--- config.mk ---
export PLATFORM = sky130hd
export DESIGN_NAME = iefi_ctrl
export DESIGN_NICKNAME = d
export VERILOG_FILES = /design/src/shared/iefi_pkg.sv /design/src/logic/iefi_match.sv /design/src/logic/iefi_ctrl.sv
export SDC_FILE = /design/constraint.sdc
export NUM_CORES = 2
export LEC_CHECK = 0
export BUFFER_PORTS_ARGS = -buffer_cell sky130_fd_sc_hd__clkbuf_2
export CAP_MARGIN = 40
export CORE_MARGIN = 3
export CORE_UTILIZATION = 35
export CTS_CLUSTER_DIAMETER = 150
export CTS_CLUSTER_SIZE = 24
export DETAILED_ROUTE_END_ITERATION = 8
export GPL_TIMING_DRIVEN = 0
export SYNTH_ARGS = -nofsm -noshare
export SYNTH_HDL_FRONTEND = slang
export SYNTH_HIERARCHICAL = 1
export SYNTH_SLANG_ARGS = --single-unit
--- constraint.sdc ---
create_clock -name pclk -period 51.3 [get_ports pclk]
set_clock_uncertainty 0.1 [all_clocks]
set_input_delay 7.695 -clock pclk [delete_from_list [all_inputs] [get_ports pclk]]
set_output_delay 7.695 -clock pclk [all_outputs]
set_load 0.01 [all_outputs]
--- src/shared/iefi_pkg.sv ---
package iefi_pkg;

    localparam int unsigned PC_W        = 24;
    localparam int unsigned FLG_W       = 16;
    localparam int unsigned LVL_W       = 3;
    localparam int unsigned NUM_W       = 6;
    localparam int unsigned NUM_PERIPH  = 41;
    localparam int unsigned NUM_MATCH   = 8;

    // Flag register field positions
    localparam int unsigned FLG_O_BIT   = 2;
    localparam int unsigned FLG_I_BIT   = 6;
    localparam int unsigned FLG_U_BIT   = 7;
    localparam int unsigned FLG_IPL_LO  = 12;

    // Software interrupt numbers
    localparam logic [5:0] PERIPH_NUM_BASE = 6'h08;
    localparam logic [5:0] ISP_NUM_LAST    = 6'h1f;
    localparam logic [5:0] BRK_NUM         = 6'h00;

    localparam logic [2:0] FAST_LEVEL      = 3'h7;

    // Fixed vector addresses
    localparam logic [23:0] VEC_UND  = 24'hfffdc;
    localparam logic [23:0] VEC_OVF  = 24'hfffe0;
    localparam logic [23:0] VEC_BRK  = 24'hfffe4;
    localparam logic [23:0] VEC_AMT  = 24'hfffe8;
    localparam logic [23:0] VEC_WDT  = 24'hffff0;
    localparam logic [23:0] VEC_NMI  = 24'hffff8;
    localparam logic [23:0] VEC_DEBUG_BREAK_INSTR = 24'hfffec;

    // APB register map
    localparam logic [7:0] ADDR_PRIO_CFG   = 8'h00;
    localparam logic [7:0] ADDR_FAST_VEC   = 8'h04;
    localparam logic [7:0] ADDR_MATCH_EN   = 8'h08;
    localparam logic [7:0] ADDR_INTB       = 8'h0c;
    localparam logic [7:0] ADDR_SAVED_FLG  = 8'h10;
    localparam logic [7:0] ADDR_SAVED_PC   = 8'h14;
    localparam logic [7:0] ADDR_STATUS     = 8'h18;
    localparam logic [7:0] ADDR_MATCH_BASE = 8'h20;
    localparam logic [7:0] ADDR_LEVEL_BASE = 8'h40;
    localparam logic [7:0] ADDR_PEND_LO    = 8'h1c;

    localparam int unsigned CFG_FAST_BIT   = 3;
    localparam int unsigned CFG_DMA7_BIT   = 5;

    localparam int unsigned FAST_ENTRY_CYC = 5;
    localparam int unsigned FAST_RET_CYC   = 3;

    typedef enum logic [2:0]
    {
        IEFI_IDLE  = 3'b000,
        IEFI_ENTRY = 3'b001,
        IEFI_FAST  = 3'b010,
        IEFI_FRET  = 3'b011
    } iefi_state_type;

    typedef enum logic [3:0]
    {
        SRC_NONE   = 4'h0,
        SRC_UND    = 4'h1,
        SRC_OVF    = 4'h2,
        SRC_BRK    = 4'h3,
        SRC_DEBUG_BREAK_INSTR   = 4'h4,
        SRC_TRAP   = 4'h5,
        SRC_NMI    = 4'h6,
        SRC_WDT    = 4'h7,
        SRC_OSC    = 4'h8,
        SRC_AMT    = 4'h9,
        SRC_PERIPH = 4'ha,
        SRC_FAST   = 4'hb
    } iefi_src_type;

endpackage : iefi_pkg

--- src/logic/iefi_match.sv ---
module iefi_match
    import iefi_pkg::*;
#(
    parameter int unsigned CHANNELS = NUM_MATCH
)
(
    input  wire logic                       pclk,
    input  wire logic                       presetn,
    input  wire logic [CHANNELS*PC_W-1:0]   match_address_reg,
    input  wire logic [CHANNELS-1:0]        match_channel_enable,
    input  wire logic [PC_W-1:0]            fetch_addr,
    input  wire logic                       fetch_first,
    input  wire logic                       fetch_valid,
    output logic                            match_hit
);

    logic [CHANNELS-1:0] hit_vec;

    // Only first bytes of instructions compare; data and tail bytes never hit
    for (genvar i = 0; i < CHANNELS; i++)
    begin : g_chan
        assign hit_vec[i] = match_channel_enable[i] && fetch_valid && fetch_first
                          && (match_address_reg[i*PC_W +: PC_W] == fetch_addr);
    end

    assign match_hit = |hit_vec;

endmodule : iefi_match

--- src/logic/iefi_ctrl.sv ---
// Contract
// Maskable requests need enable flag; level sets order.
// Non-maskable ignore enable flag; fixed order.
// Software interrupts always taken, non-maskable.
// Undefined opcode always traps.
// Overflow trap only with overflow flag set.
// Breakpoint traps; debug break for tools.
// Numbered trap 0 to 63 via relocatable table.
// Traps 8 to 48 share peripheral vectors.
// Trap saves flags and PC, loads vector.
// Traps 0-31 clear stack select; 32-63 keep it.
// Peripheral entry saves flags, clears stack select.
// Non-maskable pin falling edge raises request.
// Watchdog underflow raises request.
// Oscillator stop raises request.
// Enabled match channel fires before matching instruction.
// Match only on instruction first address.
// Fast entry five cycles, return three.
// Fast when enable set and level seven.
// One fast source only; level-7 DMA select cleared. Code enforces neither; CFG_DMA7_BIT is unused.
// Fast entry saves flags and PC, jumps to fast vector.
// Fast return restores flags and PC.
// Fast use blocks DMA channels 2 and 3.
// Peripheral taken if enabled, pending, level above current.
// Current level three bits; seven blocks maskable.
// Highest level first; others stay pending.
//
// Implementation choices: the address map and the APB slave port.
module iefi_ctrl
    import iefi_pkg::*;
#(
    parameter int unsigned PERIPHS = NUM_PERIPH
)
(
    input  wire logic               pclk,
    input  wire logic               presetn,
    input  wire logic               psel,
    input  wire logic               penable,
    input  wire logic               pwrite,
    input  wire logic [7:0]         paddr,
    input  wire logic [31:0]        pwdata,
    output logic [31:0]             prdata,
    output logic                    pready,
    output logic                    pslverr,
    input  wire logic [PERIPHS-1:0] periph_req,
    input  wire logic               nmi_pin,
    input  wire logic               wdt_underflow,
    input  wire logic               osc_stop,
    input  wire logic               instr_und,
    input  wire logic               instr_into,
    input  wire logic               instr_brk,
    input  wire logic               instr_debug_break_instr,
    input  wire logic               instr_int,
    input  wire logic [NUM_W-1:0]   instr_int_num,
    input  wire logic               instr_fast_return_instr,
    input  wire logic [FLG_W-1:0]   flag_register,
    input  wire logic [PC_W-1:0]    cpu_pc,
    input  wire logic [PC_W-1:0]    fetch_addr,
    input  wire logic               fetch_first,
    input  wire logic               fetch_valid,
    output logic                    int_take,
    output logic [PC_W-1:0]         int_vector,
    output logic                    int_push,
    output logic [FLG_W-1:0]        int_new_flags,
    output logic                    fast_restore,
    output logic [FLG_W-1:0]        fast_flags,
    output logic [PC_W-1:0]         fast_pc,
    output logic                    core_busy,
    output logic                    dma23_blocked
);

    iefi_state_type            state_ff;
    logic [2:0]                cnt_ff;
    logic [7:0]                prio_cfg_ff;
    logic [PC_W-1:0]           fast_vec_ff;
    logic [NUM_MATCH-1:0]      match_en_ff;
    logic [PC_W-1:0]           intb_ff;
    logic [FLG_W-1:0]          saved_flags_ff;
    logic [PC_W-1:0]           saved_pc_ff;
    logic [NUM_MATCH*PC_W-1:0] match_addr_ff;
    logic [PERIPHS*LVL_W-1:0]  level_ff;
    logic [PERIPHS-1:0]        pend_ff;
    logic                      nmi_s1_ff;
    logic                      nmi_s2_ff;
    logic                      nmi_s3_ff;
    logic                      nmi_pend_ff;
    logic                      wdt_pend_ff;
    logic                      osc_pend_ff;
    logic [PC_W-1:0]           vec_ff;
    logic [FLG_W-1:0]          newflg_ff;
    logic                      push_ff;
    logic                      take_ff;
    logic                      restore_ff;
    logic                      match_hit;
    logic                      wr;
    logic                      rd;
    logic [PERIPHS-1:0]        ack_clr;
    logic                      sel_valid;
    logic [5:0]                sel_idx;
    logic [2:0]                sel_lvl;
    logic                      sel_fast;
    iefi_src_type              src;
    logic                      fast_en;
    logic [2:0]                current_priority_level;

    assign wr       = psel && penable && pwrite;
    assign rd       = psel && !penable && !pwrite;
    assign pready   = 1'b1;
    assign fast_en  = prio_cfg_ff[CFG_FAST_BIT];
    assign current_priority_level      = flag_register[FLG_IPL_LO +: LVL_W];
    assign dma23_blocked = fast_en;
    assign core_busy = (state_ff != IEFI_IDLE);

    iefi_match #(
        .CHANNELS               (NUM_MATCH)
    ) u_match (
        .pclk                   (pclk),
        .presetn                (presetn),
        .match_address_reg      (match_addr_ff),
        .match_channel_enable   (match_en_ff),
        .fetch_addr             (fetch_addr),
        .fetch_first            (fetch_first),
        .fetch_valid            (fetch_valid),
        .match_hit              (match_hit)
    );

    // Unmapped addresses answer with an error
    always_comb
    begin
        pslverr = 1'b0;
        if (psel && penable)
        begin
            if (paddr[1:0] != 2'b00)
                pslverr = 1'b1;
            else if (paddr > (ADDR_LEVEL_BASE + 8'(4 * PERIPHS) - 8'h4))
                pslverr = 1'b1;
            else if (paddr > ADDR_PEND_LO && paddr < ADDR_MATCH_BASE)
                pslverr = 1'b1;
            else if (paddr >= (ADDR_MATCH_BASE + 8'(4 * NUM_MATCH))
                     && paddr < ADDR_LEVEL_BASE)
                pslverr = 1'b1;
        end
    end

    // Configuration registers
    always_ff @(posedge pclk or negedge presetn)
    begin
        if (!presetn)
        begin
            prio_cfg_ff   <= 8'h00;
            fast_vec_ff   <= '0;
            match_en_ff   <= '0;
            intb_ff       <= '0;
            match_addr_ff <= '0;
            level_ff      <= '0;
        end
        else if (wr && !pslverr)
        begin
            case (paddr)
                ADDR_PRIO_CFG: prio_cfg_ff <= pwdata[7:0];
                ADDR_FAST_VEC: fast_vec_ff <= pwdata[PC_W-1:0];
                ADDR_MATCH_EN: match_en_ff <= pwdata[NUM_MATCH-1:0];
                ADDR_INTB:     intb_ff     <= pwdata[PC_W-1:0];
                default:
                begin
                    if (paddr >= ADDR_LEVEL_BASE)
                        level_ff[(paddr - ADDR_LEVEL_BASE) / 4 * LVL_W +: LVL_W]
                            <= pwdata[LVL_W-1:0];
                    else if (paddr >= ADDR_MATCH_BASE)
                        match_addr_ff[(paddr - ADDR_MATCH_BASE) / 4 * PC_W +: PC_W]
                            <= pwdata[PC_W-1:0];
                end
            endcase
        end
    end

    // Read data registered on the setup cycle; zero-wait access
    always_ff @(posedge pclk or negedge presetn)
    begin
        if (!presetn)
            prdata <= 32'h0;
        else if (rd)
        begin
            prdata <= 32'h0;
            case (paddr)
                ADDR_PRIO_CFG:  prdata <= {24'h0, prio_cfg_ff};
                ADDR_FAST_VEC:  prdata <= {8'h0, fast_vec_ff};
                ADDR_MATCH_EN:  prdata <= {24'h0, match_en_ff};
                ADDR_INTB:      prdata <= {8'h0, intb_ff};
                ADDR_SAVED_FLG: prdata <= {16'h0, saved_flags_ff};
                ADDR_SAVED_PC:  prdata <= {8'h0, saved_pc_ff};
                ADDR_STATUS:    prdata <= {26'h0, nmi_pend_ff, wdt_pend_ff,
                                           osc_pend_ff, 3'(state_ff)};
                ADDR_PEND_LO:   prdata <= pend_ff[31:0];
                default:
                begin
                    if (paddr >= ADDR_LEVEL_BASE && (paddr - ADDR_LEVEL_BASE) / 4 < PERIPHS)
                        prdata <= {29'h0,
                            level_ff[(paddr - ADDR_LEVEL_BASE) / 4 * LVL_W +: LVL_W]};
                    else if (paddr >= ADDR_MATCH_BASE
                             && (paddr - ADDR_MATCH_BASE) / 4 < NUM_MATCH)
                        prdata <= {8'h0,
                            match_addr_ff[(paddr - ADDR_MATCH_BASE) / 4 * PC_W +: PC_W]};
                end
            endcase
        end
    end

    // Non-maskable pin is asynchronous: two stages before edge detection
    always_ff @(posedge pclk or negedge presetn)
    begin
        if (!presetn)
        begin
            nmi_s1_ff <= 1'b1;
            nmi_s2_ff <= 1'b1;
            nmi_s3_ff <= 1'b1;
        end
        else
        begin
            nmi_s1_ff <= nmi_pin;
            nmi_s2_ff <= nmi_s1_ff;
            nmi_s3_ff <= nmi_s2_ff;
        end
    end

    // Special interrupt latches; a new event wins over the acknowledge
    always_ff @(posedge pclk or negedge presetn)
    begin
        if (!presetn)
        begin
            nmi_pend_ff <= 1'b0;
            wdt_pend_ff <= 1'b0;
            osc_pend_ff <= 1'b0;
        end
        else
        begin
            if (nmi_s3_ff && !nmi_s2_ff)
                nmi_pend_ff <= 1'b1;
            else if (src == SRC_NMI)
                nmi_pend_ff <= 1'b0;
            if (wdt_underflow)
                wdt_pend_ff <= 1'b1;
            else if (src == SRC_WDT)
                wdt_pend_ff <= 1'b0;
            if (osc_stop)
                osc_pend_ff <= 1'b1;
            else if (src == SRC_OSC)
                osc_pend_ff <= 1'b0;
        end
    end

    // Highest-level eligible peripheral; lowest number breaks ties
    always_comb
    begin
        sel_valid = 1'b0;
        sel_idx   = 6'h00;
        sel_lvl   = 3'h0;
        for (int i = PERIPHS - 1; i >= 0; i--)
        begin
            if (pend_ff[i] && level_ff[i*LVL_W +: LVL_W] > current_priority_level
                && level_ff[i*LVL_W +: LVL_W] >= sel_lvl)
            begin
                sel_valid = 1'b1;
                sel_idx   = 6'(i);
                sel_lvl   = level_ff[i*LVL_W +: LVL_W];
            end
        end
        sel_valid = sel_valid && flag_register[FLG_I_BIT];
        sel_fast  = fast_en && (sel_lvl == FAST_LEVEL);
    end

    // Source selection: software first, then fixed special order, then maskable
    always_comb
    begin
        src = SRC_NONE;
        if (state_ff != IEFI_IDLE || take_ff)
            src = SRC_NONE;
        else if (instr_und)
            src = SRC_UND;
        else if (instr_into && flag_register[FLG_O_BIT])
            src = SRC_OVF;
        else if (instr_brk)
            src = SRC_BRK;
        else if (instr_debug_break_instr)
            src = SRC_DEBUG_BREAK_INSTR;
        else if (instr_int)
            src = SRC_TRAP;
        else if (nmi_pend_ff)
            src = SRC_NMI;
        else if (wdt_pend_ff)
            src = SRC_WDT;
        else if (osc_pend_ff)
            src = SRC_OSC;
        else if (match_hit)
            src = SRC_AMT;
        else if (sel_valid)
            src = sel_fast ? SRC_FAST : SRC_PERIPH;
    end

    // Request pending bits: arrival wins over acknowledge
    for (genvar g = 0; g < PERIPHS; g++)
    begin : g_pend
        assign ack_clr[g] = (src == SRC_PERIPH || src == SRC_FAST) && (sel_idx == 6'(g));
        always_ff @(posedge pclk or negedge presetn)
        begin
            if (!presetn)
                pend_ff[g] <= 1'b0;
            else if (periph_req[g])
                pend_ff[g] <= 1'b1;
            else if (ack_clr[g] || (wr && paddr == ADDR_PEND_LO && g < 32 && !pwdata[g % 32]))
                pend_ff[g] <= 1'b0;
        end
    end

    // Entry vector and flags for the core
    always_ff @(posedge pclk or negedge presetn)
    begin
        if (!presetn)
        begin
            vec_ff    <= '0;
            newflg_ff <= '0;
            push_ff   <= 1'b0;
        end
        else if (src != SRC_NONE)
        begin
            newflg_ff <= flag_register;
            push_ff   <= (src != SRC_FAST);
            newflg_ff[FLG_I_BIT] <= 1'b0;
            case (src)
                SRC_UND:  vec_ff <= VEC_UND;
                SRC_OVF:  vec_ff <= VEC_OVF;
                SRC_BRK:  vec_ff <= VEC_BRK;
                SRC_DEBUG_BREAK_INSTR: vec_ff <= VEC_DEBUG_BREAK_INSTR;
                SRC_NMI:  vec_ff <= VEC_NMI;
                SRC_WDT:  vec_ff <= VEC_WDT;
                SRC_OSC:  vec_ff <= VEC_WDT;
                SRC_AMT:  vec_ff <= VEC_AMT;
                SRC_TRAP:
                begin
                    vec_ff <= intb_ff + {16'h0, instr_int_num, 2'b00};
                    if (instr_int_num <= ISP_NUM_LAST)
                        newflg_ff[FLG_U_BIT] <= 1'b0;
                    newflg_ff[FLG_I_BIT] <= flag_register[FLG_I_BIT];
                end
                SRC_PERIPH:
                begin
                    vec_ff <= intb_ff + {16'h0, sel_idx + PERIPH_NUM_BASE, 2'b00};
                    newflg_ff[FLG_U_BIT] <= 1'b0;
                    newflg_ff[FLG_IPL_LO +: LVL_W] <= sel_lvl;
                end
                SRC_FAST:
                begin
                    vec_ff <= fast_vec_ff;
                    newflg_ff[FLG_U_BIT] <= 1'b0;
                    newflg_ff[FLG_IPL_LO +: LVL_W] <= FAST_LEVEL;
                end
                default: vec_ff <= vec_ff;
            endcase
        end
    end

    // Fast save registers
    always_ff @(posedge pclk or negedge presetn)
    begin
        if (!presetn)
        begin
            saved_flags_ff <= '0;
            saved_pc_ff    <= '0;
        end
        else if (src == SRC_FAST)
        begin
            saved_flags_ff <= flag_register;
            saved_pc_ff    <= cpu_pc;
        end
    end

    // Sequencer: normal entry takes two cycles, fast entry five, fast return three
    always_ff @(posedge pclk or negedge presetn)
    begin
        if (!presetn)
        begin
            state_ff   <= IEFI_IDLE;
            cnt_ff     <= 3'h0;
            take_ff    <= 1'b0;
            restore_ff <= 1'b0;
        end
        else
        begin
            take_ff    <= 1'b0;
            restore_ff <= 1'b0;
            case (state_ff)
                IEFI_IDLE:
                begin
                    if (instr_fast_return_instr)
                    begin
                        state_ff <= IEFI_FRET;
                        cnt_ff   <= 3'(FAST_RET_CYC - 2);
                    end
                    else if (src == SRC_FAST)
                    begin
                        state_ff <= IEFI_FAST;
                        cnt_ff   <= 3'(FAST_ENTRY_CYC - 2);
                    end
                    else if (src != SRC_NONE)
                    begin
                        state_ff <= IEFI_ENTRY;
                        cnt_ff   <= 3'h0;
                    end
                end
                IEFI_ENTRY, IEFI_FAST:
                begin
                    if (cnt_ff == 3'h0)
                    begin
                        state_ff <= IEFI_IDLE;
                        take_ff  <= 1'b1;
                    end
                    else
                        cnt_ff <= cnt_ff - 3'h1;
                end
                IEFI_FRET:
                begin
                    if (cnt_ff == 3'h0)
                    begin
                        state_ff   <= IEFI_IDLE;
                        restore_ff <= 1'b1;
                    end
                    else
                        cnt_ff <= cnt_ff - 3'h1;
                end
                default: state_ff <= IEFI_IDLE;
            endcase
        end
    end

    assign int_take      = take_ff;
    assign int_vector    = vec_ff;
    assign int_push      = push_ff;
    assign int_new_flags = newflg_ff;
    assign fast_restore  = restore_ff;
    assign fast_flags    = saved_flags_ff;
    assign fast_pc       = saved_pc_ff;

endmodule : iefi_ctrl

==> out/qor.csv <==
metric,value,unit
status,"finished, violations left",
violations,setup timing,
worstHoldStart,nmi_s1_ff,
grt_max_degree,98,
rows,131,
hold_viol_final,0,
p_leak,23.4,nW
ys_seq_elements,546,
wl_met3,31.0,mm
min_period,60.60,ns
synth_commonest_cells,"nand2_1 (793), dfrtp_1 (543), nor2_1 (413), a21oi_1 (356), o21ai_0 (353)",
core_area,0.128,mm^2
wl,290,mm
multi_input_area,0.0324,mm^2
antenna_found_initial,20,
cts_sinks,546,
power-per-cell-area,25.2,mW/mm^2
layout.nets,6343,
first_iter_violations,6454,
dp.final_hpwl,231,mm
die_width,366,um
maxSlewViolCount,0,
io_pins,286,
timing.rr.end,int_vector[15],
critical_path.max_fanout,6,
ff2ff_path_depth,286,
root_buffer,clkbuf_16,
fmax,0.0165,GHz
crit_required,51.84,ns
numPortBuffers,250,
postSynthAreaPerCell,8.60,um^2
period_share,1.18,
rsz0062_at_grt,yes,
synth-async-reset-ratio,1.00,
setup_ws,-9.30,ns
cp-end-kind,flop,
synth_area,0.0452,mm^2
worst_path_max_delay_cell,or3_4,
avgViaCountPerCell,6.49,
numPlacedInstances,7402,
dieArea,0.134,mm^2
finalSetupViolCount,130,
critPathArrivalTime,61.13,ns
synthCells,5262,
synth_nets,5670,
endpoint,int_vector[15],
ys.flop_type,dfrtp_1,
seqCellArea,0.0137,mm^2
area_growth,24.8,%
cap_violations,0,
drc,0,
r2r_start,level_ff[121],
max_stage_delay,0.45,ns
clkTransAtPathRegs,0.11,ns
fillCellCount,12800,
finalSetupTns,-1032.88,ns
yosys_warnings,6,
crit_start,flag_register[13],
ys_types,115,
synth_top_cell_area_share,0.300,
h-tree-depth,1,
met2_length,121,mm
topRoutingLayerUsed,met5,
ys_seq_area_frac,0.302,
drive_above_1_share,0.253,
clock_path_buffers,3,
dieHeight,366,um
startpoint_type,primary input,
gp_congestion,1.06,
num_vias,49900,
grt_remaining_overflow,0,
numCtsBuffers,28,
synth_area_leader_cell,dfrtp_1,
grt_use_total,0.418,
initial_core_util,0.353,
hold_class,flop to flop,
cp_common_cell,nand2b_4,
worstSetupPathType,primary input to flop,
synth_most_common_cell,nand2_1,
dr.pass1.iters,9,
synthTopCellsByArea,"dfrtp_1 (30%), mux4_2 (7.1%), ha_1 (6.6%)",
route.layer.met1.wl,111,mm
grt_pass1_wl,388,mm
cts_tree,done,
routedWlPerCell,37.7,um
grt_pass1_vias,46600,
clk_latency,0.73,ns
tightest_slew,1.15,ns
antenna_left,0,
synth_edf_count,0,
hold_buffers,0,
final_cells,7689,
reg2reg_slack,-2.79,ns
maxSlewHeadroom,0.233,
ir_drop,0.0000276,V
metal layers:
layer / up-vias / global-route usage
met2: 3325 / 0.614
li1: 20700 / -
met1: 25000 / 0.527
met4: 10 / 0.313
met3: 873 / 0.108
met5: - / 0
area by class of cell:
cell class | count | share of cell area
diodes | 9 | 0.000399
plain buffers | 296 | 0.0268
clock buffers | 40 | 0.0134
clock inverters | 6 | 0.00164
inverters | 163 | 0.0110
multi-input cells | 4254 | 0.573
flip-flops and latches | 546 | 0.242
well taps | 1729 | 0.0383
repair buffers | 645 | 0.0931
repair inverters | 1 | 0.0000886
report_power, final:
group          switching, W  total, W  internal (W)  leakage [nW]
sequential        0.0000157  0.000463      0.000447          7.19
combinational      0.000436  0.000675      0.000239          15.8
clock              0.000178  0.000284      0.000106         0.407
through the flow:
step                hold WS [ns]  power (W)  setup slack, ns  cell area [um^2]  utilization
detailed placement         0.247    0.00103           -14.47             51900        0.406
global placement           0.247    0.00100           -14.57             49900        0.390
floorplan                  0.245   0.000772            -8.29             46500            -
CTS                        0.274    0.00133            -9.51             54200        0.423
global route               0.278    0.00145           -11.40             56500        0.441
finish                     0.273    0.00142            -9.30             56500        0.441
worst min-delay path by stage:
stage	cells past startpoint	to	slack [ns]
global placement	0	nmi_s2_ff	0.25
floorplan	0	nmi_s2_ff	0.25
finish	0	nmi_s2_ff	0.27
CTS	0	nmi_s2_ff	0.27
detailed placement	0	nmi_s2_ff	0.25
global route	0	nmi_s2_ff	0.28
layout by cell type (no fill, tap or decap), types with 34 or more instances in the layout:
cell      instances
nand2_1         755
dfrtp_1         543
nor2_1          382
a21oi_1         319
o21ai_0         309
clkbuf_2        251
buf_4           235
clkbuf_1        204
xnor2_1         204
ha_1            204
mux2_2          160
inv_1           153
nand3_1         149
mux4_2          142
mux2i_1         113
a22oi_1         105
buf_6            96
nor3_1           88
o31ai_1          69
nand4_1          64
buf_8            63
a31oi_1          55
nor2b_1          54
and2_1           51
buf_1            46
nand2b_1         42
o22ai_1          40
and3_1           39
o211ai_1         38
nand2b_4         36
o21a_1           36
ha_4             34
what timing repair did:
action	CTS	global route
gates cloned	4	7
buffers inserted	103	118
pin swaps	96	231
resized for setup	92	281
endpoints found under the setup margin	130	130
sequential cells by signal, summed over array words and instances, names as in the netlist, 2 cells and up:
register,flops
match_addr_ff,192
level_ff,123
pend_ff,41
prdata,32
fast_pc,24
fast_vec_ff,24
int_vector,24
intb_ff,24
fast_flags,16
int_new_flags,16
match_en_ff,8
prio_cfg_ff,8
cnt_ff,3
state_ff,2
critical path: cells and delay by family:
family                     cells  cell delay (ns)
and+or+nand+nor               97            12.70
xor gates and xnor gates       1             0.20
muxes                         23             7.52
adders and majority gates     57            14.97
AOI/OAI and AO/OA             99            16.51
buffers and inverters         12             1.44
cell families (layout without fill, tap and decap cells):
logic type / count (synthesis) / in the layout / share of synthesized area
xor+xnor: 239 / 239 / 0.0474
compound gates: 1425 / 1425 / 0.205
buf+inv: 465 / 1151 / 0.0434
simple gates: 1889 / 1892 / 0.189
other cells: 1 / 10 / 0.0000829
flops: 546 / 546 / 0.302
fa+ha+maj: 256 / 256 / 0.0703
mux: 441 / 441 / 0.142
(Power assumes the default switching activity.)
